[src/rtl/sdc_map.svh]
`ifndef SDC_MAP_SVH
`define SDC_MAP_SVH
// Geometry
`define SDC_BANKS          4
`define SDC_ROW_W          13
`define SDC_ROWS           8192
// Command encodings {ras_n,cas_n,we_n}
`define SDC_CMD_NOP        3'b111
`define SDC_CMD_ACT        3'b011
`define SDC_CMD_RD         3'b101
`define SDC_CMD_WR         3'b100
`define SDC_CMD_BST        3'b110
`define SDC_CMD_PRE        3'b010
`define SDC_CMD_REF        3'b001
`define SDC_CMD_LMR        3'b000
// Address fields
`define SDC_AP_BIT         10
`define SDC_COL_X4_HI      11
`define SDC_MODE_W         12
// Latencies in clocks
`define SDC_DQM_RD_LAT     2
// Timing in ns, counts in 5 ns cycles (least times round up)
`define SDC_CLK_NS         5
`define SDC_PRE_WAIT_NS    18
`define SDC_REF_WAIT_NS    66
`define SDC_ACT_WAIT_NS    18
`define SDC_CYC(ns)        (((ns) + `SDC_CLK_NS - 1) / `SDC_CLK_NS)
// Self refresh internal refresh period, in mclk cycles
`define SDC_SELF_TICK_DIV  1562
// Reset values
`define SDC_MODE_RST       12'h000
`endif

[src/rtl/sdc_pkg.sv]
package sdc_pkg;
   // Per-bank state
   typedef enum logic [2:0] {
      BK_IDLE, BK_ACTIVATING, BK_ROW_OPEN, BK_READING, BK_WRITING, BK_PRECHARGING
   } sdc_bank_state_type;
   // Command pins sampled on one edge
   typedef struct packed {
      logic        cs_n;
      logic        ras_n;
      logic        cas_n;
      logic        we_n;
      logic        cke;
      logic [1:0]  ba;
      logic [12:0] addr;
   } sdc_cmd_type;
   // Decoded command
   typedef enum logic [3:0] {
      DC_INHIBIT, DC_NOP, DC_ACT, DC_RD, DC_WR, DC_BST, DC_PRE, DC_AREF, DC_SREF, DC_LMR
   } sdc_dec_type;
endpackage

[src/rtl/sdc_bank.sv]
`timescale 1ns/1ps
`default_nettype none
`include "sdc_map.svh"
// One bank's state machine and open-row holder
module sdc_bank #(
   parameter int PRE_CYC = 4,
   parameter int ACT_CYC = 4
) (
   input  wire logic                       mclk,
   input  wire logic                       reset,
   input  wire logic                       do_act,
   input  wire logic                       do_pre,
   input  wire logic                       do_rd,
   input  wire logic                       do_wr,
   input  wire logic                       burst_end,
   input  wire logic                       ap,
   input  wire logic [12:0]                row_in,
   output sdc_pkg::sdc_bank_state_type     state,
   output logic [12:0]                     open_row
);
   logic [3:0] wait_r;                       // Settling counter
   logic       ap_r;                         // Auto precharge pending

   // Bank sequencing
   always_ff @(posedge mclk or posedge reset)
   begin
      if (reset)
      begin
         state    <= sdc_pkg::BK_IDLE;
         wait_r   <= 4'h0;
         ap_r     <= 1'b0;
         open_row <= 13'h0000;
      end
      else if (do_pre)
      begin
         // Precharge closes the row from any state
         state  <= sdc_pkg::BK_PRECHARGING;
         wait_r <= 4'(PRE_CYC);
         ap_r   <= 1'b0;
      end
      else if (do_act && state == sdc_pkg::BK_IDLE)
      begin
         state    <= sdc_pkg::BK_ACTIVATING;
         wait_r   <= 4'(ACT_CYC);
         open_row <= row_in;                 // Row held until the next activate
      end
      else if (do_rd || do_wr)
      begin
         state <= do_rd ? sdc_pkg::BK_READING : sdc_pkg::BK_WRITING;
         ap_r  <= ap;
      end
      else
      begin
         case (state)
            sdc_pkg::BK_ACTIVATING, sdc_pkg::BK_PRECHARGING:
            begin
               if (wait_r > 4'h1)
                  wait_r <= wait_r - 4'h1;
               else
                  state <= (state == sdc_pkg::BK_ACTIVATING) ? sdc_pkg::BK_ROW_OPEN
                                                             : sdc_pkg::BK_IDLE;
            end
            sdc_pkg::BK_READING, sdc_pkg::BK_WRITING:
            begin
               if (burst_end)
               begin
                  // Auto precharge when the burst ends, else row stays open
                  if (ap_r)
                  begin
                     state  <= sdc_pkg::BK_PRECHARGING;
                     wait_r <= 4'(PRE_CYC);
                     ap_r   <= 1'b0;
                  end
                  else
                     state <= sdc_pkg::BK_ROW_OPEN;
               end
            end
            default: ;
         endcase
      end
   end
endmodule // sdc_bank
`default_nettype wire

[src/rtl/sdc_core.sv]
`timescale 1ns/1ps
`default_nettype none
`include "sdc_map.svh"
module sdc_core #(
   parameter int DQ_W     = 8,                // 4, 8 or 16
   parameter int COL_W    = 10,               // 11, 10 or 9
   parameter int BURST    = 8,                // Programmed burst length, 0 = full page
   parameter int SELF_DIV = `SDC_SELF_TICK_DIV // Self refresh tick, shortened in sim
) (
   input  wire logic                  mclk,
   input  wire logic                  reset,
   input  wire sdc_pkg::sdc_cmd_type  cmd,
   input  wire logic                  dqm,
   input  wire logic [DQ_W-1:0]       dq_in,
   input  wire logic                  no_self_refresh,
   output logic [DQ_W-1:0]            dq_out,
   output logic                       dq_oe_n,
   output logic [`SDC_MODE_W-1:0]     mode_r,
   output logic [`SDC_ROW_W-1:0]      refresh_row_r,
   output logic                       self_refresh_r,
   output logic [`SDC_BANKS-1:0]      bank_open_r,
   output logic                       wr_en_r,
   output logic [1:0]                 wr_bank_r,
   output logic [COL_W-1:0]           wr_col_r,
   output logic [DQ_W-1:0]            wr_data_r,
   output logic [1:0]                 rd_bank_r,
   output logic [COL_W-1:0]           rd_col_r
);
   localparam int PRE_CYC = `SDC_CYC(`SDC_PRE_WAIT_NS);
   localparam int ACT_CYC = `SDC_CYC(`SDC_ACT_WAIT_NS);
   localparam int REF_CYC = `SDC_CYC(`SDC_REF_WAIT_NS);

   sdc_pkg::sdc_dec_type        dec;           // Decoded command
   sdc_pkg::sdc_bank_state_type bst [`SDC_BANKS]; // Per-bank states
   logic [12:0]                 brow [`SDC_BANKS]; // Open rows
   logic [`SDC_BANKS-1:0]       pre_sel;       // Banks to precharge
   logic                        all_idle;      // Every bank idle and no refresh running
   logic                        burst_act_r;   // A burst is running
   logic                        burst_rd_r;    // Running burst is a read
   logic [COL_W-1:0]            bcnt_r;        // Beats left
   logic [1:0]                  bbank_r;       // Bank of running burst
   logic [COL_W-1:0]            bcol_r;        // Current column
   logic                        burst_end;     // Burst finishes this cycle
   logic [1:0]                  rdv_pipe_r;    // Read beat pipeline
   logic [1:0]                  dqm_pipe_r;    // Read DQM pipeline
   logic [7:0]                  ref_busy_r;    // Refresh cycle counter
   logic [15:0]                 self_div_r;    // Internal refresh divider
   logic [COL_W-1:0]            col_in;        // Column field

   // Command decode, combinational from the sampled pins
   always_comb
   begin
      if (cmd.cs_n)
         dec = sdc_pkg::DC_INHIBIT;
      else
      begin
         case ({cmd.ras_n, cmd.cas_n, cmd.we_n})
            `SDC_CMD_ACT: dec = sdc_pkg::DC_ACT;
            `SDC_CMD_RD:  dec = sdc_pkg::DC_RD;
            `SDC_CMD_WR:  dec = sdc_pkg::DC_WR;
            `SDC_CMD_BST: dec = sdc_pkg::DC_BST;
            `SDC_CMD_PRE: dec = sdc_pkg::DC_PRE;
            `SDC_CMD_REF: dec = cmd.cke ? sdc_pkg::DC_AREF : sdc_pkg::DC_SREF;
            `SDC_CMD_LMR: dec = sdc_pkg::DC_LMR;
            default:      dec = sdc_pkg::DC_NOP;
         endcase
      end
   end

   // Column field per width: x4 adds A11 on top
   always_comb
   begin
      if (COL_W > 10)
         col_in = COL_W'({cmd.addr[`SDC_COL_X4_HI], cmd.addr[9:0]});
      else
         col_in = cmd.addr[COL_W-1:0];
   end

   // Precharge targets: A10 high selects all and ignores BA
   always_comb
   begin
      pre_sel = '0;
      if (dec == sdc_pkg::DC_PRE && !self_refresh_r)
      begin
         if (cmd.addr[`SDC_AP_BIT])
            pre_sel = '1;
         else
            pre_sel[cmd.ba] = 1'b1;
      end
   end

   assign all_idle  = (bst[0] == sdc_pkg::BK_IDLE) && (bst[1] == sdc_pkg::BK_IDLE)
                   && (bst[2] == sdc_pkg::BK_IDLE) && (bst[3] == sdc_pkg::BK_IDLE)
                   && (ref_busy_r == 8'h00);   // A running refresh keeps the device busy
   assign burst_end = burst_act_r && (bcnt_r == COL_W'(1))
                   && !(dec inside {sdc_pkg::DC_RD, sdc_pkg::DC_WR});

   // One state machine per bank
   genvar g;
   generate
      for (g = 0; g < `SDC_BANKS; g++)
      begin : g_bank
         logic hit;                            // Command addresses this bank
         assign hit = (cmd.ba == 2'(g)) && !self_refresh_r;
         sdc_bank #(.PRE_CYC(PRE_CYC), .ACT_CYC(ACT_CYC)) u_bank (
            .mclk      (mclk),
            .reset     (reset),
            .do_act    (hit && dec == sdc_pkg::DC_ACT),
            .do_pre    (pre_sel[g]),
            .do_rd     (hit && dec == sdc_pkg::DC_RD),
            .do_wr     (hit && dec == sdc_pkg::DC_WR),
            .burst_end ((burst_end || (burst_act_r && dec == sdc_pkg::DC_BST))
                        && bbank_r == 2'(g)),
            .ap        (cmd.addr[`SDC_AP_BIT]),
            .row_in    (cmd.addr),
            .state     (bst[g]),
            .open_row  (brow[g])
         );
      end
   endgenerate

   // Open-row flags for the outside
   always_ff @(posedge mclk or posedge reset)
   begin
      if (reset)
         bank_open_r <= '0;
      else
         for (int i = 0; i < `SDC_BANKS; i++)
            bank_open_r[i] <= (bst[i] != sdc_pkg::BK_IDLE)
                           && (bst[i] != sdc_pkg::BK_PRECHARGING);
   end

   // Burst tracker; a new READ/WRITE or terminate cuts the running burst
   always_ff @(posedge mclk or posedge reset)
   begin
      if (reset)
      begin
         burst_act_r <= 1'b0;
         burst_rd_r  <= 1'b0;
         bcnt_r      <= '0;
         bbank_r     <= 2'h0;
         bcol_r      <= '0;
      end
      else if (!self_refresh_r && (dec == sdc_pkg::DC_RD || dec == sdc_pkg::DC_WR))
      begin
         burst_act_r <= 1'b1;
         burst_rd_r  <= (dec == sdc_pkg::DC_RD);
         bcnt_r      <= (BURST == 0) ? '0 : COL_W'(BURST);
         bbank_r     <= cmd.ba;
         bcol_r      <= col_in;
      end
      else if (dec == sdc_pkg::DC_BST || pre_sel[bbank_r])
         burst_act_r <= 1'b0;
      else if (burst_act_r)
      begin
         // Full page (count 0) wraps the count and ends after a whole page of beats unless cut
         if (burst_end)
            burst_act_r <= 1'b0;
         bcnt_r <= bcnt_r - COL_W'(1);
         bcol_r <= bcol_r + COL_W'(1);
      end
   end

   // Write beats: DQM in the same cycle masks the data
   always_ff @(posedge mclk or posedge reset)
   begin
      if (reset)
      begin
         wr_en_r   <= 1'b0;
         wr_bank_r <= 2'h0;
         wr_col_r  <= '0;
         wr_data_r <= '0;
      end
      else
      begin
         wr_en_r   <= 1'b0;
         if (!self_refresh_r && dec == sdc_pkg::DC_WR)
         begin
            wr_en_r   <= !dqm;
            wr_bank_r <= cmd.ba;
            wr_col_r  <= col_in;
            wr_data_r <= dq_in;
         end
         else if (burst_act_r && !burst_rd_r && !burst_end && dec != sdc_pkg::DC_BST)
         begin
            wr_en_r   <= !dqm;
            wr_bank_r <= bbank_r;
            wr_col_r  <= bcol_r + COL_W'(1);
            wr_data_r <= dq_in;
         end
      end
   end

   // Read address and DQM pipelines, two clocks to the pins
   always_ff @(posedge mclk or posedge reset)
   begin
      if (reset)
      begin
         rdv_pipe_r <= 2'b00;
         dqm_pipe_r <= 2'b11;
         rd_bank_r  <= 2'h0;
         rd_col_r   <= '0;
      end
      else
      begin
         rdv_pipe_r <= {rdv_pipe_r[0],
                        (!self_refresh_r && dec == sdc_pkg::DC_RD)
                        || (burst_act_r && burst_rd_r && !burst_end)};
         dqm_pipe_r <= {dqm_pipe_r[0], dqm};
         rd_bank_r  <= (dec == sdc_pkg::DC_RD) ? cmd.ba : bbank_r;
         rd_col_r   <= (dec == sdc_pkg::DC_RD) ? col_in : bcol_r + COL_W'(1);
      end
   end

   // Read data drive; memory array lives outside, loopback of write data stands in
   always_ff @(posedge mclk or posedge reset)
   begin
      if (reset)
      begin
         dq_oe_n <= 1'b1;
         dq_out  <= '0;
      end
      else
      begin
         dq_oe_n <= !(rdv_pipe_r[1] && !dqm_pipe_r[1]); // Masked beat floats
         dq_out  <= wr_data_r;
      end
   end

   // Mode register load, only honoured with all banks idle
   always_ff @(posedge mclk or posedge reset)
   begin
      if (reset)
         mode_r <= `SDC_MODE_RST;
      else if (dec == sdc_pkg::DC_LMR && all_idle && !self_refresh_r)
         mode_r <= cmd.addr[`SDC_MODE_W-1:0];
   end

   // Refresh: auto or self share one row counter
   always_ff @(posedge mclk or posedge reset)
   begin
      if (reset)
      begin
         refresh_row_r  <= '0;
         self_refresh_r <= 1'b0;
         ref_busy_r     <= 8'h00;
         self_div_r     <= 16'h0000;
      end
      else if (self_refresh_r)
      begin
         // Inputs ignored save CKE; internal timer refreshes rows
         if (cmd.cke)
            self_refresh_r <= 1'b0;
         if (self_div_r >= 16'(SELF_DIV - 1))
         begin
            self_div_r    <= 16'h0000;
            refresh_row_r <= refresh_row_r + 13'h0001;
         end
         else
            self_div_r <= self_div_r + 16'h0001;
      end
      else
      begin
         if (ref_busy_r != 8'h00)
            ref_busy_r <= ref_busy_r - 8'h01;
         if (dec == sdc_pkg::DC_AREF && all_idle)
         begin
            refresh_row_r <= refresh_row_r + 13'h0001; // Address ignored
            ref_busy_r    <= 8'(REF_CYC);
         end
         else if (dec == sdc_pkg::DC_SREF && all_idle && !no_self_refresh)
         begin
            self_refresh_r <= 1'b1;
            self_div_r     <= 16'h0000;
         end
      end
   end

   // A WRITE command beat with DQM high is not stored
   property p_wr_mask;
      @(posedge mclk) disable iff (reset)
      (dec == sdc_pkg::DC_WR && dqm && !self_refresh_r) |=> !wr_en_r;
   endproperty
   a_wr_mask: assert property (p_wr_mask) else $error("masked write beat stored");

   // Read DQM high floats the pins two clocks later plus output stage
   property p_rd_dqm;
      @(posedge mclk) disable iff (reset)
      dqm |-> ##3 dq_oe_n;
   endproperty
   a_rd_dqm: assert property (p_rd_dqm) else $error("read DQM did not float DQ");

   // Precharge all closes every bank
   property p_pre_all;
      @(posedge mclk) disable iff (reset)
      (dec == sdc_pkg::DC_PRE && cmd.addr[`SDC_AP_BIT] && !self_refresh_r)
      |=> ##1 (bank_open_r == '0);
   endproperty
   a_pre_all: assert property (p_pre_all) else $error("precharge all left a row open");

   // Self refresh refused when disabled
   property p_no_sref;
      @(posedge mclk) disable iff (reset)
      (no_self_refresh && !self_refresh_r) |=> !self_refresh_r;
   endproperty
   a_no_sref: assert property (p_no_sref) else $error("self refresh entered while disabled");

   // Auto refresh advances the row counter by one
   property p_aref_row;
      @(posedge mclk) disable iff (reset)
      (dec == sdc_pkg::DC_AREF && all_idle && !self_refresh_r)
      |=> refresh_row_r == $past(refresh_row_r) + 13'h0001;
   endproperty
   a_aref_row: assert property (p_aref_row) else $error("auto refresh row not advanced");

   // Inhibit leaves the mode register unchanged
   property p_inhibit;
      @(posedge mclk) disable iff (reset)
      (dec == sdc_pkg::DC_INHIBIT) |=> $stable(mode_r);
   endproperty
   a_inhibit: assert property (p_inhibit) else $error("inhibit altered mode");

   // Terminate stops the burst at once
   property p_bst;
      @(posedge mclk) disable iff (reset)
      (dec == sdc_pkg::DC_BST) |=> !burst_act_r;
   endproperty
   a_bst: assert property (p_bst) else $error("burst survived terminate");

   // Activate to bank 0 records the row in that bank
   property p_act_row;
      @(posedge mclk) disable iff (reset)
      (dec == sdc_pkg::DC_ACT && cmd.ba == 2'h0 && bst[0] == sdc_pkg::BK_IDLE
       && !self_refresh_r) |=> brow[0] == $past(cmd.addr);
   endproperty
   a_act_row: assert property (p_act_row) else $error("activated row not held");
endmodule // sdc_core
`default_nettype wire

[config.mk]
export PLATFORM = sky130hd
export DESIGN_NAME = sdc_core
export DESIGN_NICKNAME = d
export VERILOG_FILES = /design/src/rtl/sdc_pkg.sv /design/src/rtl/sdc_bank.sv /design/src/rtl/sdc_core.sv
export VERILOG_INCLUDE_DIRS = /design/src /design/src/rtl
export SDC_FILE = /design/constraint.sdc
export NUM_CORES = 1
export LEC_CHECK = 0
export BUFFER_PORTS_ARGS = -buffer_cell sky130_fd_sc_hd__buf_2
export CAP_MARGIN = 20
export CORE_UTILIZATION = 65
export CTS_CLUSTER_DIAMETER = 60
export DETAILED_ROUTE_END_ITERATION = 12
export GPL_ROUTABILITY_DRIVEN = 0
export PLACE_DENSITY_LB_ADDON = 0.25
export SLEW_MARGIN = 20
export SYNTH_ARGS = -nofsm -noshare
export SYNTH_HDL_FRONTEND = slang
export SYNTH_HIERARCHICAL = 1
export SYNTH_SLANG_ARGS = --single-unit
[constraint.sdc]
create_clock -name mclk -period 11.2 [get_ports mclk]
set_clock_uncertainty 0.1 [all_clocks]
set_input_delay 1.12 -clock mclk [delete_from_list [all_inputs] [get_ports mclk]]
set_output_delay 1.12 -clock mclk [all_outputs]
set_load 0.02 [all_outputs]
==> Word level (Yosys, flattened, before mapping) <==
Index checks and enable logic that the tools add are counted.
{ "word_totals": {"in_bits": 32, "romBits": 0, "mem_bits_rw": 0, "n_memories": 0, "ff_bits": 156, "latchBits": 0} }
{ "classes": {"shifts": 0, "n_eq_ne": 73, "n_div": 0, "add_sub_neg": 9, "n_mul": 0, "bitwise": 1, "reduce_logical": 126, "muxes": 126, "n_lt_le_gt_ge": 8} }
{ "ops": {"columns": ["op", "n"], "rows": [
  ["4-bit 2-to-1 mux", 28],
  ["10-bit 2-to-1 mux", 9],
  ["3-bit 2-to-1 mux", 28],
  ["16-bit 2-to-1 mux", 4],
  ["1-bit logical AND", 51],
  ["4-bit by 2-bit inequality test with 1-bit output, second input constant", 12],
  ["13-bit 2-to-1 mux", 3],
  ["3-bit nonzero test", 12],
  ["3-bit equality test, second input constant", 11],
  ["1-bit 2-to-1 mux", 32],
  ["8-bit 2-to-1 mux", 4],
  ["4-bit case mux with 2 select lines", 4],
  ["4-bit case mux with 7 select lines", 1],
  ["3-bit case mux with 2 select lines", 4],
  ["3-bit AND reduction", 8],
  ["5-bit by 2-bit inequality test with 1-bit output, second input constant", 4],
  ["5-bit by 3-bit inequality test with 1-bit output, second input constant", 4],
  ["5-bit AND reduction", 4],
  ["5-bit nonzero test", 4],
  ["3-bit by 2-bit equality test with 1-bit output, second input constant", 6],
  ["16-bit by 1-bit adder with 16-bit output, second input constant", 1],
  ["4-bit by 3-bit equality test with 1-bit output, second input constant", 4],
  ["16-bit by 11-bit >= comparator with 1-bit output, second input constant", 1],
  ["4-bit by 1-bit > comparator with 1-bit output, second input constant", 4],
  ["other kinds (32)", 100]
]} }

==> Longest topological paths before layout <==
{ "depth": {"depth_word": 14, "ltp_mapped": 11} }

==> Hierarchy <==
The synthesis kept the hierarchy.
{ "by_module_without_submodules": {"columns": ["module", "area_per_inst_um2", "cells_per_inst", "seq_area_each_um2", "n_inst"], "rows": [
  ["sdc_core", 6054.6, 576, 3106.7, 1],
  ["sdc_bank (g_bank[0].u_bank ...)", 1227.4, 105, 525.5, 3],
  ["sdc_bank (g_bank[3].u_bank)", 1139.8, 102, 525.5, 1]
]} }

==> Worst setup path before layout <==
OpenSTA, ideal clock, no wires.
{ "synth_timing": {"kind": "in2reg", "start": "input cmd[19] in the netlist's numbering", "end": "register g_bank[1].u_bank.wait_r[0]", "required_time_ns": 10.972, "setup_slack_ns": 7.848, "t_arrival_ns": 3.125, "path_buffers": 3, "path_stages": 9, "cell_sequence": "clkbuf_1 -> nor3_1 -> nand3b_1 -> clkbuf_1 -> nor2_1 -> buf_1 -> a211o_1 -> a211oi_4 -> mux2_1"} }
{ "synth_between": {"elab_chain_cells": 9} }
{ "synth_lines": {"columns": ["element", "line", "rtl"], "rows": [
  ["from (decl)", "sdc_core.sv:12", "input wire sdc_pkg::sdc_cmd_type cmd,"],
  ["4-bit 2-to-1 mux (*)", "sdc_core.sv:53", "if (cmd.cs_n)"],
  ["4-bit by 2-bit equality test with 1-bit output / 4-bit by 3-bit equality test with 1-bit output (equally long branches)", "sdc_core.sv:96, sdc_core.sv:110, sdc_core.sv:111", null],
  ["2-bit nonzero test", "sdc_core.sv:96", "&& !(dec inside {sdc_pkg::DC_RD, sdc_pkg::DC_WR});"],
  ["1-bit logical NOT", "sdc_core.sv:96", null],
  ["1-bit logical AND", "sdc_core.sv:96", null],
  ["1-bit logical OR", "sdc_core.sv:112", ".burst_end ((burst_end || (burst_act_r && dec == sdc_pkg::DC_BST))"],
  ["1-bit logical AND", "sdc_core.sv:113", "&& bbank_r == 2'(g)),"],
  ["4-bit by 2-bit inequality test with 1-bit output (no source line)", null, null],
  ["5-bit AND reduction (no source line)", null, null],
  ["to (signal assigned)", "sdc_bank.sv:44", "wait_r <= 4'(ACT_CYC);"],
  ["to (signal assigned)", "sdc_bank.sv:58", "wait_r <= wait_r - 4'h1;"],
  ["to (signal assigned)", "sdc_bank.sv:71", "wait_r <= 4'(PRE_CYC);"],
  ["to (decl)", "sdc_bank.sv:21", "logic [3:0] wait_r;"]
]} }
Every way passes the cells marked *; elsewhere a longest branch is shown, timed or not.
A chain may end at the register's enable or synchronous reset.

==> Worst setup path after layout <==
{ "layout_timing": {"start": "input cmd[17] in the netlist's numbering", "end": "register g_bank[0].u_bank.ap_r"} }
{ "layout_between": {"elab_chain_cells": 11} }
{ "layout_lines": {"columns": ["element", "line", "rtl"], "rows": [
  ["3-bit by 1-bit equality test with 1-bit output (tied with other cells)", "sdc_core.sv:57", "case ({cmd.ras_n, cmd.cas_n, cmd.we_n})"],
  ["4-bit case mux with 7 select lines (*)", "sdc_core.sv:57", null],
  ["4-bit 2-to-1 mux (*)", "sdc_core.sv:53", null],
  ["4-bit by 2-bit equality test with 1-bit output / 4-bit by 3-bit equality test with 1-bit output (equally long branches)", "sdc_core.sv:96, sdc_core.sv:110, sdc_core.sv:111", null],
  ["2-bit nonzero test", "sdc_core.sv:96", null],
  ["1-bit logical NOT", "sdc_core.sv:96", null],
  ["1-bit logical AND", "sdc_core.sv:96", null],
  ["1-bit logical OR", "sdc_core.sv:112", null],
  ["1-bit logical AND", "sdc_core.sv:113", null],
  ["3-bit nonzero test (no source line)", null, null],
  ["3-bit AND reduction (no source line)", null, null],
  ["to (signal assigned)", "sdc_bank.sv:50", "ap_r <= ap;"],
  ["to (decl)", "sdc_bank.sv:22", "logic ap_r;"]
]} }
Every way passes the cells marked *; elsewhere a longest branch is shown, timed or not. The select of a mux whose other input is x is not followed.

==> run_results.csv <==
group,metric,value,unit
routing,drc,0,
grt,grt_pass1_vias,6898,
cells_and_area,layout_common_cells,"dfrtp_1, buf_2, nor2_1",
clocking,cts_setup_buffers,0,
routing,final_antenna_net_count,0,
setup_path,r2r-start,"bcnt_r[4]",
routing,drtPass1Iterations,5,
die,die_h,119,um
cells_and_area,antenna_cells,0,
sta,hold_viol_final,0,
routing,vias,7169,
clocking,cts_resized,0,
die,start_util,66.9,%
setup_path,worstSetupStartpoint,"cmd[17]",
cells_and_area,mostFrequentLayoutCell,"dfrtp_1",
die,ios,104,
die,dieArea,14200,um2
cells_and_area,areaGrowthSynthToFinish,13.1,%
setup_path,path_buf_inv,1,
grt,grt_busiest_layer,"met2",
die,core_area,13300,um2
place,dp.final_hpwl,13600,um
sta,period_share,35.4,%
cells_and_area,seq_area,3910,um2
sta,holdWs,0.256,ns
setup_path,worstPathArrival,4.22,ns
cells_and_area,nFillCells,915,
routing,wl_per_cell,17.8,um
clocking,insertion_delay,0.44,ns
synthesis,syn_nets,930,
die,rows,42,
grt,grt-ovfl-total,0,
sta,finalMaxSlewViolations,0,
sta,finalSetupTns,0,ns
clocking,cts_tree,"yes",
setup_path,cp_max_fo,21,
setup_path,slowest_delay,0.70,ns
synthesis,syn-cell-area,8930,um2
synthesis,yosysWarnings,6,
min_path,hold_path.class,"reg -> reg",
clocking,hold_buffers,0,
clocking,htree_levels,4,
sta,rsz0062_at_grt,"no",
flow_run,drv_cap,0,
sta,setup_viol,0,
setup_path,startpoint_type,"primary input",
clocking,clockBufferDepth,2,
routing,wirelength,20500,um
setup_path,path_class,"in -> reg",
status,status,"complete, no violations",
cells_and_area,multi_input_area,4660,um2
grt,met1_usage,40.0,%
clocking,clock-sinks,156,
power_and_ir_drop,ir_worst_vdd,146,uV
routing,drtIter0Drc,533,
clocking,path_clk_slew,0.06,ns
setup_path,path_cells,"buf_2 -> nor2b_1 -> nand3b_1 -> nand2b_1 -> nor3_1 -> nor2_1 -> or4b_2 -> o21ai_0",
sta,min_period,3.97,ns
clocking,cts_made_buffers,17,
grt,antenna_found_initial,0,
min_path,hold_path_startpoint,"dqm_pipe_r[0]",
clocking,cts_root_buffer,"clkbuf_16",
sta,tightest_slew,0.994,ns
sta,clock.fmax,0.252,GHz
place,io_buffers,102,
grt,met3_usage,6.51,%
grt,grt_max_degree,86,
power_and_ir_drop,power_per_cell_area,228,nW/um2
synthesis,synthCells,881,
die,die_x,119,um
cells_and_area,fin_nets,1015,
synthesis,postSynthAreaPerCell,10.1,um2
setup_path,worstSetupEndpointType,"flip-flop",
grt,grt_usage,30.6,%
grt,grt_pass1_wl,34200,um
sta,relSlewSlack,33.5,%
setup_path,cp.required,11.45,ns
cells_and_area,drive_above_1_share,24.1,%
setup_path,slowest_stage,"nand3b_1",
setup_path,cp_top_family,"simple AND/OR/NAND/NOR gates",
routing,avgViaCountPerCell,6.21,
grt,met2_usage,50.3,%
power_and_ir_drop,leakage,4.71,nW
[metal layers]
layer / up-vias / routed length, um / share of wire [%]
met3: 43 / 1170 / 5.7
met1: 3478 / 8770 / 43
li1: 3381 / - / -
met5: - / 0 / 0
met2: 267 / 10200 / 50
met4: 0 / 422 / 2.1
[metrics by stage]
stage	util, %	power (mW)	area (um2)	worst slack, ns	cells
after floorplan	-	1.48	8930	6.69	881
after global routing	75.7	2.44	10100	7.04	1155
after CTS	75.7	2.31	10100	7.28	1155
after detailed placement	71.0	1.69	9480	6.82	1123
final	75.7	2.31	10100	7.23	1155
after global placement	71.0	1.65	9480	6.85	1123
[path summary, 6_finish.rpt]
check / end / slack [ns] / cells after the start
worst max register to register: g_bank[2].u_bank/wait_r[1] / 7.71 / 8
max in group asynchronous: dq_out[3] / 9.20 / 3
worst min register to register: dqm_pipe_r[1] / 0.26 / 0
worst min-delay path: dqm_pipe_r[1] / 0.26 / 0
worst max-delay path: g_bank[0].u_bank/ap_r / 7.23 / 8
min in group asynchronous: g_bank[3].u_bank/ap_r / 0.60 / 2
[report_power, final]
part           internal (mW)  switching [mW]  leakage [nW]
clock                  0.362           0.251         0.300
sequential             0.734           0.172          1.94
combinational          0.350           0.438          2.46
total                   1.45           0.860          4.71
[flip-flops by register name, summed over array words and instances, names as in the netlist, 2 cells and up]
register / count
bank_open_r: 4
bbank_r: 2
bcnt_r: 10
bcol_r: 10
dq_out: 8
dqm_pipe_r: 2
g_bank.u_bank/ap_r: 4
g_bank.u_bank/state: 12
g_bank.u_bank/wait_r: 16
mode_r: 12
rd_bank_r: 2
rd_col_r: 10
rdv_pipe_r: 2
ref_busy_r: 8
refresh_row_r: 13
self_div_r: 16
wr_bank_r: 2
wr_col_r: 10
wr_data_r: 8
[cell type report]
cell class              count  area share (%)
flip-flops and latches    156            38.7
multi-input cells         648            46.2
inverters                  35            1.32
well taps                 176            2.18
repair buffers            108            5.53
clock buffers              19            4.38
clock inverters            13            1.75
[worst register-to-register path: cells and delay by family (launching register included)]
family / cells / cell delay (ns)
AND/OR/NAND/NOR: 3 / 1.61
flip-flops: 1 / 0.41
multiplexers: 1 / 0.35
AO/OA/AOI/OAI: 4 / 0.90
No activity file was read; power rests on OpenSTA's default activity.
